===== src/irq_ctrl_pkg.sv =====
// Package for the system interrupt controller: widths, field positions,
// reset values and the code table shared by the controller and its helper.
// Assumes a single 10 MHz clock domain with a synchronous active-low reset.
package irq_ctrl_pkg;

    // Register and request widths
    localparam int REG_W = 32;
    localparam int EXT_PINS = 8;
    localparam int LEVELS = 8;
    localparam int PERIPH_LINES = 8;
    localparam int SLOT_W = 2;
    localparam int SLOTS = 4;
    localparam int CODE_W = 8;
    localparam int SRC_W = 4;

    // Regular pending layout: pin n at bit 2n, level n at bit 2n+1
    localparam int REG_SOURCES = 16;

    // Reset values
    localparam logic [REG_W-1:0] PEND_RST = 32'h0000_0000;
    localparam logic [REG_W-1:0] MASK_RST = 32'h0000_0000;
    localparam logic [EXT_PINS-1:0] EDGE_CFG_RST = 8'h00;
    localparam logic [CODE_W-1:0] CODE_NONE = 8'h00;

    // Code step: source n has branch offset 8n and code 4n (code = offset >> 1)
    localparam int CODE_SHIFT = 2;
    localparam int OFFSET_SHIFT = 3;

    // Upper byte of the vector register holds the code
    localparam int VEC_CODE_LSB = 24;

    // Mode of the controller
    typedef enum logic [0:0] {
        MODE_REGULAR = 1'b0,
        MODE_ENHANCED = 1'b1
    } irq_mode_t;

    // Software write strobes with their data, carried together
    typedef struct packed {
        logic pend_clr;
        logic [REG_W-1:0] pend_data;
        logic mask_wr;
        logic [REG_W-1:0] mask_data;
    } sw_write_t;

    // Priority-encoder result
    typedef struct packed {
        logic hit;
        logic [5:0] index;
    } prio_t;

endpackage


===== src/irq_prio_enc.sv =====
// Priority encoder: lowest set bit of a 32-bit request vector wins.
// Assumes the caller has already applied the masks; purely combinational.
`timescale 1ns/1ps
module irq_prio_enc (
    // Masked requests
    input wire logic [irq_ctrl_pkg::REG_W-1:0] req_i,
    // Winner
    output irq_ctrl_pkg::prio_t win_o
);
    import irq_ctrl_pkg::*;

    // Scan from the top so the lowest index is the last to overwrite
    always_comb begin
        win_o = '0;
        for (int i = REG_W - 1; i >= 0; i--) begin
            if (req_i[i]) begin
                win_o.hit = 1'b1;
                win_o.index = 6'(i);
            end
        end
    end
endmodule


===== src/sys_irq_ctrl.sv =====
// System interrupt controller: pending, mask, edge/level config, regular and
// enhanced modes, priority coding into the vector register.
// Assumes pins are asynchronous, internal sources and software strobes are
// synchronous to MCLK_I, and the peripheral bus lines are time-multiplexed
// with an externally supplied slot number.
`timescale 1ns/1ps

// What this block does
// - Each source has a fixed branch offset and code, code index times four.
// - The selected request's code sits in vector register bits 31 to 24.
// - Regular mode: any asserted pin or internal request sets its pending bit.
// - Cleared regular mask bit keeps that pending bit out of selection.
// - Enhanced mode turns on when the enhanced-controller enable bit is set.
// - Enhanced mode latches 32 peripheral levels over multiplexed interrupt lines.
// - Enhanced mode still takes pin and timer requests as in regular mode.
// - In enhanced mode the bus interface does not drive upper level lines.
// - Enhanced requests set bits in two pending registers, each maskable.
// - Highest priority pending unmasked request produces the vector code.
// - Enhanced mode may give offset zero after a clear with interrupts on.
// - Enhanced registers serve enhanced mode only; regular ones serve regular.
// - Each pending register is 32 bits, one bit per request.
// - Internal pending bits mirror their source; writes are ignored.
// - Level-sensitive pin bit follows the pin and cannot be written.
// - Edge-sensitive pin bit sets on falling edge, cleared by writing one.
// - Edge-level configuration selects each pin's sensitivity.
module sys_irq_ctrl (
    // Clock and reset
    input wire logic MCLK_I,
    input wire logic RESETN_I,
    // External request pins, active low, asynchronous
    input wire logic [irq_ctrl_pkg::EXT_PINS-1:0] EXT_REQUEST_PIN_N_I,
    // Internal level requests, active high, synchronous
    input wire logic [irq_ctrl_pkg::LEVELS-1:0] LEVEL_REQUEST_I,
    // Peripheral bus level lines and their time slot
    input wire logic [irq_ctrl_pkg::PERIPH_LINES-1:0] PERIPH_BUS_LEVEL_REQUEST_I,
    input wire logic [irq_ctrl_pkg::SLOT_W-1:0] PERIPH_SLOT_I,
    input wire logic PERIPH_SLOT_VALID_I,
    // Configuration
    input wire logic ENHANCED_CTRL_ENABLE_I,
    input wire logic EDGE_CFG_WR_I,
    input wire logic [irq_ctrl_pkg::EXT_PINS-1:0] EDGE_CFG_DATA_I,
    // Software writes to regular and enhanced registers
    input irq_ctrl_pkg::sw_write_t REGULAR_WR_I,
    input irq_ctrl_pkg::sw_write_t ENHANCED_A_WR_I,
    input irq_ctrl_pkg::sw_write_t ENHANCED_B_WR_I,
    // Register views
    output logic [irq_ctrl_pkg::REG_W-1:0] REGULAR_PENDING_O,
    output logic [irq_ctrl_pkg::REG_W-1:0] REGULAR_MASK_O,
    output logic [irq_ctrl_pkg::REG_W-1:0] ENHANCED_PENDING_A_O,
    output logic [irq_ctrl_pkg::REG_W-1:0] ENHANCED_PENDING_B_O,
    output logic [irq_ctrl_pkg::REG_W-1:0] ENHANCED_MASK_A_O,
    output logic [irq_ctrl_pkg::REG_W-1:0] ENHANCED_MASK_B_O,
    output logic [irq_ctrl_pkg::REG_W-1:0] ENHANCED_STATUS_A_O,
    output logic [irq_ctrl_pkg::REG_W-1:0] ENHANCED_STATUS_B_O,
    output logic [irq_ctrl_pkg::EXT_PINS-1:0] EDGE_LEVEL_CONFIG_O,
    output logic [irq_ctrl_pkg::REG_W-1:0] VECTOR_CODE_O,
    // Upper bus level drive permission for the bus interface, and core request
    output logic PERIPH_UPPER_DRIVE_EN_O,
    output logic CORE_IRQ_O
);
    import irq_ctrl_pkg::*;

    logic [EXT_PINS-1:0] pin_s1_reg;
    logic [EXT_PINS-1:0] pin_s2_reg;
    logic [EXT_PINS-1:0] pin_s3_reg;
    logic [EXT_PINS-1:0] pin_level_reg;
    logic [EXT_PINS-1:0] pin_fall;
    logic [EXT_PINS-1:0] edge_cfg_reg;
    logic [EXT_PINS-1:0] edge_pend_reg;
    logic [REG_W-1:0] periph_lat_reg;
    logic [REG_W-1:0] reg_pend_reg;
    logic [REG_W-1:0] reg_pend_next;
    logic [REG_W-1:0] reg_mask_reg;
    logic [REG_W-1:0] enh_a_pend_reg;
    logic [REG_W-1:0] enh_a_pend_next;
    logic [REG_W-1:0] enh_b_pend_reg;
    logic [REG_W-1:0] enh_b_mask_reg;
    logic [REG_W-1:0] enh_a_mask_reg;
    logic [REG_W-1:0] active_req;
    logic [REG_W-1:0] vector_reg;
    logic [REG_W-1:0] status_a_reg;
    logic [REG_W-1:0] status_b_reg;
    irq_mode_t mode_reg;
    logic core_irq_reg;
    logic upper_drive_reg;
    prio_t win;

    // Mode select is a plain register of the enable bit
    always_ff @(posedge MCLK_I) begin
        if (!RESETN_I) begin
            mode_reg <= MODE_REGULAR;
        end else begin
            mode_reg <= ENHANCED_CTRL_ENABLE_I ? MODE_ENHANCED : MODE_REGULAR;
        end
    end

    // Three-stage pin synchroniser; a change counts when stages two and three agree
    always_ff @(posedge MCLK_I) begin
        if (!RESETN_I) begin
            pin_s1_reg <= '1;
            pin_s2_reg <= '1;
            pin_s3_reg <= '1;
            pin_level_reg <= '1;
        end else begin
            pin_s1_reg <= EXT_REQUEST_PIN_N_I;
            pin_s2_reg <= pin_s1_reg;
            pin_s3_reg <= pin_s2_reg;
            for (int i = 0; i < EXT_PINS; i++) begin
                if (pin_s2_reg[i] == pin_s3_reg[i]) begin
                    pin_level_reg[i] <= pin_s3_reg[i];
                end
            end
        end
    end

    // Falling edge on the filtered level
    always_comb begin
        pin_fall = '0;
        for (int i = 0; i < EXT_PINS; i++) begin
            pin_fall[i] = pin_level_reg[i] && (pin_s2_reg[i] == pin_s3_reg[i]) && !pin_s3_reg[i];
        end
    end

    // Edge-level configuration, one bit per pin, 1 = edge
    always_ff @(posedge MCLK_I) begin
        if (!RESETN_I) begin
            edge_cfg_reg <= EDGE_CFG_RST;
        end else if (EDGE_CFG_WR_I) begin
            edge_cfg_reg <= EDGE_CFG_DATA_I;
        end
    end

    // Edge latches shared by both modes; set beats a write-one clear
    always_ff @(posedge MCLK_I) begin
        if (!RESETN_I) begin
            edge_pend_reg <= '0;
        end else begin
            for (int i = 0; i < EXT_PINS; i++) begin
                if (!edge_cfg_reg[i]) begin
                    edge_pend_reg[i] <= 1'b0;
                end else if (pin_fall[i]) begin
                    edge_pend_reg[i] <= 1'b1;
                end else if ((mode_reg == MODE_REGULAR && REGULAR_WR_I.pend_clr
                              && REGULAR_WR_I.pend_data[2*i])
                             || (mode_reg == MODE_ENHANCED && ENHANCED_A_WR_I.pend_clr
                              && ENHANCED_A_WR_I.pend_data[2*i])) begin
                    edge_pend_reg[i] <= 1'b0;
                end
            end
        end
    end

    // Peripheral levels arrive four slots of eight lines; latch each slot as it comes
    always_ff @(posedge MCLK_I) begin
        if (!RESETN_I) begin
            periph_lat_reg <= PEND_RST;
        end else if (mode_reg == MODE_ENHANCED && PERIPH_SLOT_VALID_I) begin
            for (int s = 0; s < SLOTS; s++) begin
                if (PERIPH_SLOT_I == SLOT_W'(s)) begin
                    periph_lat_reg[s*PERIPH_LINES +: PERIPH_LINES] <= PERIPH_BUS_LEVEL_REQUEST_I;
                end
            end
        end
    end

    // Pin and level pending image: pins on even bits, levels on odd bits
    always_comb begin
        reg_pend_next = PEND_RST;
        for (int i = 0; i < EXT_PINS; i++) begin
            reg_pend_next[2*i] = edge_cfg_reg[i] ? edge_pend_reg[i] : !pin_level_reg[i];
            reg_pend_next[2*i+1] = LEVEL_REQUEST_I[i];
        end
    end
    // Enhanced A reuses the same pin/timer layout, B holds peripheral levels
    assign enh_a_pend_next = reg_pend_next;

    // Pending registers track their sources; software writes only clear edges
    always_ff @(posedge MCLK_I) begin
        if (!RESETN_I) begin
            reg_pend_reg <= PEND_RST;
            enh_a_pend_reg <= PEND_RST;
            enh_b_pend_reg <= PEND_RST;
        end else if (mode_reg == MODE_REGULAR) begin
            reg_pend_reg <= reg_pend_next;
            enh_a_pend_reg <= PEND_RST;
            enh_b_pend_reg <= PEND_RST;
        end else begin
            reg_pend_reg <= PEND_RST;
            enh_a_pend_reg <= enh_a_pend_next;
            enh_b_pend_reg <= periph_lat_reg;
        end
    end

    // Mask registers, written whole by software
    always_ff @(posedge MCLK_I) begin
        if (!RESETN_I) begin
            reg_mask_reg <= MASK_RST;
            enh_a_mask_reg <= MASK_RST;
            enh_b_mask_reg <= MASK_RST;
        end else begin
            if (REGULAR_WR_I.mask_wr) begin
                reg_mask_reg <= REGULAR_WR_I.mask_data;
            end
            if (ENHANCED_A_WR_I.mask_wr) begin
                enh_a_mask_reg <= ENHANCED_A_WR_I.mask_data;
            end
            if (ENHANCED_B_WR_I.mask_wr) begin
                enh_b_mask_reg <= ENHANCED_B_WR_I.mask_data;
            end
        end
    end

    // Masked requests of the active mode; B only competes when A is empty
    always_comb begin
        if (mode_reg == MODE_REGULAR) begin
            active_req = reg_pend_reg & reg_mask_reg;
        end else if ((enh_a_pend_reg & enh_a_mask_reg) != '0) begin
            active_req = enh_a_pend_reg & enh_a_mask_reg;
        end else begin
            active_req = enh_b_pend_reg & enh_b_mask_reg;
        end
    end

    irq_prio_enc u_prio (
        .req_i(active_req),
        .win_o(win)
    );

    // Vector code and core request. With nothing left the code drops
    // to zero, which software reads as a spurious entry.
    always_ff @(posedge MCLK_I) begin
        if (!RESETN_I) begin
            vector_reg <= PEND_RST;
            core_irq_reg <= 1'b0;
        end else begin
            vector_reg <= PEND_RST;
            if (win.hit) begin
                // Index n gives offset 8n and code 4n
                vector_reg[VEC_CODE_LSB +: CODE_W] <=
                    CODE_W'({2'b00, win.index} << CODE_SHIFT);
            end else begin
                vector_reg[VEC_CODE_LSB +: CODE_W] <= CODE_NONE;
            end
            core_irq_reg <= win.hit;
        end
    end

    // Enhanced status: pending and unmasked; upper-line permission off in enhanced
    always_ff @(posedge MCLK_I) begin
        if (!RESETN_I) begin
            status_a_reg <= PEND_RST;
            status_b_reg <= PEND_RST;
            upper_drive_reg <= 1'b1;
        end else begin
            status_a_reg <= enh_a_pend_reg & enh_a_mask_reg;
            status_b_reg <= enh_b_pend_reg & enh_b_mask_reg;
            upper_drive_reg <= (mode_reg == MODE_REGULAR);
        end
    end

    // Outputs straight from flip-flops
    assign REGULAR_PENDING_O = reg_pend_reg;
    assign REGULAR_MASK_O = reg_mask_reg;
    assign ENHANCED_PENDING_A_O = enh_a_pend_reg;
    assign ENHANCED_PENDING_B_O = enh_b_pend_reg;
    assign ENHANCED_MASK_A_O = enh_a_mask_reg;
    assign ENHANCED_MASK_B_O = enh_b_mask_reg;
    assign ENHANCED_STATUS_A_O = status_a_reg;
    assign ENHANCED_STATUS_B_O = status_b_reg;
    assign EDGE_LEVEL_CONFIG_O = edge_cfg_reg;
    assign VECTOR_CODE_O = vector_reg;
    assign PERIPH_UPPER_DRIVE_EN_O = upper_drive_reg;
    assign CORE_IRQ_O = core_irq_reg;
endmodule


===== config.mk =====
export PLATFORM = sky130hd
export DESIGN_NAME = sys_irq_ctrl
export DESIGN_NICKNAME = d
export VERILOG_FILES = /design/src/irq_ctrl_pkg.sv /design/src/irq_prio_enc.sv /design/src/sys_irq_ctrl.sv
export SDC_FILE = /design/constraint.sdc
export NUM_CORES = 1
export LEC_CHECK = 0
export BUFFER_PORTS_ARGS = -buffer_cell sky130_fd_sc_hd__buf_4
export CORE_AREA = 2 2 205 207
export CTS_CLUSTER_DIAMETER = 80
export DETAILED_ROUTE_END_ITERATION = 10
export DIE_AREA = 0 0 207 209
export GPL_TIMING_DRIVEN = 0
export MAX_ROUTING_LAYER = met4
export PLACE_DENSITY_LB_ADDON = 0.05
export REMOVE_ABC_BUFFERS = 1
export SYNTH_ARGS = -nofsm -noshare
export SYNTH_HDL_FRONTEND = slang
export SYNTH_SLANG_ARGS = --single-unit
export TNS_END_PERCENT = 1

===== constraint.sdc =====
create_clock -name MCLK_I -period 2.3 [get_ports MCLK_I]
set_input_delay 0.115 -clock MCLK_I [delete_from_list [all_inputs] [get_ports MCLK_I]]
set_output_delay 0.115 -clock MCLK_I [all_outputs]
set_load 0.03 [all_outputs]

==> metrics.md <==
| Metric | Value |
|---|---|
| Synth Register Bits | 296 |
| Drt first pass iters | 5 |
| H-tree Lvls | 2 |
| Bufs on Longest Clock Path | 3 |
| Syn Inst Count | 1147 |
| CTS tree | yes |
| Worst setup EP type | flop |
| Synthesized area per cell | roughly 9.6 um^2 |
| Initial core utilization | 26.7% |
| Row cnt | 75 |
| HP Class | input pin to flop |
| Most common cell after layout, fill and taps aside | buf_4 |
| Area Growth Syn to Fin | 56.6% |
| Startpoint Class | flop |
| WP data arrival | approximately 2.9 ns |
| Synth area leader | dfxtp_1 |
| RR Startpoint | ENHANCED_PENDING_A_O[4] |
| Worst Path Required | 2.78 ns |
| GP Congestion | 0.780 |
| Grt total ovfl | 0 |
| Total CTS buffers | 37 |
| Most frequent cells in the layout | buf_4 (385), dfxtp_1 (279), nor2_1 (164) |
| Total power | about 13 mW |
| Period utilization | 105% |
| Non-Filler Instances | 2239 |
| Largest net degree at the start of global routing | 117 |
| Global Route Usage Sum | 18.5% |
| Synth unique cells | 59 |
| Post-Syn Area | 0.0110 mm^2 |
| Layout Nets | 1910 |
| Count of final hold-check violations | 0 |
| First-pass GRT wire length | 59.1 mm |
| Vias in the first global route | 9392 |
| Slowest library cell on the worst path | or4_4 |
| LEAKAGE | around 8.0 nW |
| FMAX | 414 MHz |
| WL final | between 40 and 50 mm |
| Synth area leaders | dfxtp_1 (54%), mux2i_1 (10%), nor2_1 (5.6%) |
| Clk slew on worst S/H paths | 0.06 ns |
| Vias | 9817 |
| Post-route setup slack | -0.117 ns |
| Ys Warns | 0 |
| Final setup viols | 4 |
| Unrepaired setup endpoints after global routing | yes |
| FILL cells | ~4.1k |
| Run status | finished with violations |
| Synth top area share | 53.8% |
| Drt via density | 4.38 |
| Wire per inst | about 18 um |
| Worst-path maximum fanout | 4 |
| Worst hold stages | 2 |
| I/O pin count | 535 |
| Sequential share of the synthesized area | 53.8% |
| Max Slew Vio Count | 0 |
| Post-DP HPWL | between 20 and 30 mm |
| Root buf cell | clkbuf_16 |
| Cell Chain, Critical Path | a22o_2 > a221oi_4 > and4_4 > a31oi_1 > or4_4 > a2111oi_4 > o311a_1 |
| Max Cap Viol | 0 |
| Initial DRC Count | 535 |
| Reg2reg path depth | 7 |
| Die Y | ~210 um |
| Core area | 0.0413 mm^2 |
| Worst-Margin Slew | 0.982 ns |
| Post-synth EDFFs | 0 |
| Share of cells above drive strength 1 | around 30% |
| Power per cell area | 761 mW/mm^2 |
| R2R setup slack | -0.12 ns |
| Type of the worst setup path | flop to flop |
| Fin crit period | 2.42 ns |
| Hold Crit Start | RESETN_I |
| Max Clock Skew | 0.0235 ns |
| Die footprint | 0.0433 mm^2 |
| WHS Endpoint | pin_s1_reg[5] |
| Capturing point of the worst reg2reg path | VECTOR_CODE_O[26] |
| Clock sinks | between 200 and 300 |
| Die W | 207 um |
| Synth Flop Type | dfxtp_1 |
| Clk Latency, worst-skew pair | about 0.54 ns |
| Setup WS pre-CTS | -0.491 ns |
| Peak supply drop | 429 uV |
| Cells after DPL | 2005 |
| Hold slack | approximately 0.074 ns |
| Final cell utilization of the core | 41.7% |
| Antenna violations before repair | 1 |
| Violated checks | setup timing |
| Remaining antenna violation count | 0 |
| Post-synth ARST share | 0% |
| Port buffer count | 378 |
| Cell family with most CP delay | compound AO/OA/AOI/OAI gates |
| CP Buf/Inv Count | 0 |
| Crit-path max cell delay | 0.45 ns |
| Worst slew margin | 34.6% |
| DRC | 0 |
-- Yosys cell counts (4+ instances only) --
| cell type | count |
|---|---|
| clkbuf_1 | 42 |
| buf_6 | 4 |
| mux2i_1 | 112 |
| inv_1 | 10 |
| nor2_1 | 165 |
| a22oi_1 | 15 |
| buf_4 | 76 |
| a221oi_2 | 4 |
| o21ai_1 | 10 |
| nand2_1 | 113 |
| nor3_1 | 12 |
| a31oi_1 | 11 |
| and2_1 | 11 |
| a21oi_1 | 53 |
| nand3_1 | 18 |
| dfxtp_1 | 296 |
| and3_1 | 71 |
| nand2b_1 | 26 |
| buf_1 | 11 |
| o21ai_0 | 17 |
| a22o_1 | 9 |
-- power by group --
part | total [mW] | internal (mW) | switching, mW
Combinational | 1.57 | 0.691 | 0.884
Sequential | 5.43 | 5.28 | 0.147
Clock | 6.11 | 3.86 | 2.26
-- cells by family after synthesis --
logic type	Yosys count	share of synthesized area, %
and+or+nand+nor	441	18.7
DFF	296	53.8
AOI/OAI and AO/OA	152	9.32
buffers and inverters	145	7.92
muxes	112	10.2
other	1	0.0341
-- timing repair --
| item | in CTS | in global routing |
|---|---|---|
| hold buffers | 155 | 0 |
| gates cloned | 2 | 1 |
| setup endpoints to repair | 6 | 14 |
| hold endpoints to repair | 169 | 0 |
| setup buffers | 8 | 2 |
| gates resized for setup | 36 | 15 |
| pin swaps | 8 | 7 |
-- final cells by class --
class,instances,area (um^2),share of cell area (%)
flip-flops and latches,296,5950,34.5
multi-input cells,781,4680,27.1
repair buffers,547,4590,26.6
clock buffers,57,1140,6.63
well taps,539,674,3.91
clock inverters,8,151,0.879
inverters,10,42.5,0.247
diodes,1,2.50,0.0145
-- metrics by stage --
| stage | instance area (um^2) | setup TNS [ns] |
|---|---|---|
| final | 17200 | -0.242 |
| after global routing | 17200 | -0.777 |
| after CTS | 17100 | -0.472 |
| after detailed placement | 14000 | -12.40 |
| after global placement | 14000 | -604.90 |
| after floorplan | 10400 | -57.97 |
-- worst reg2reg max path, cell delays in order, from the launching register on --
cell,delay (ns)
dfxtp_2,0.34
a22o_2,0.28
a221oi_4,0.26
and4_4,0.33
a31oi_1,0.10
or4_4,0.45
a2111oi_4,0.36
o311a_1,0.23
-- worst max path at each step --
stage | from | depth (start not counted) | to
detailed placement | RESETN_I | 4 | REGULAR_PENDING_O[13]
global placement | RESETN_I | 4 | REGULAR_PENDING_O[15]
finish | ENHANCED_PENDING_A_O[4] | 7 | VECTOR_CODE_O[26]
CTS | ENHANCED_PENDING_A_O[4] | 7 | VECTOR_CODE_O[26]
floorplan | mode_reg | 5 | VECTOR_CODE_O[26]
global route | ENHANCED_MASK_B_O[30] | 8 | VECTOR_CODE_O[26]
-- metal layers --
metal	up-vias	part of all wire [%]	track usage, %	wire length [um]
li1	4831	-	-	-
met1	4609	45	23.8	18500
met2	314	47	29.1	19100
met3	63	5.3	3.91	2160
met4	0	2.5	5.69	1010
met5	-	0	-	0
(Power assumes the default switching activity.)
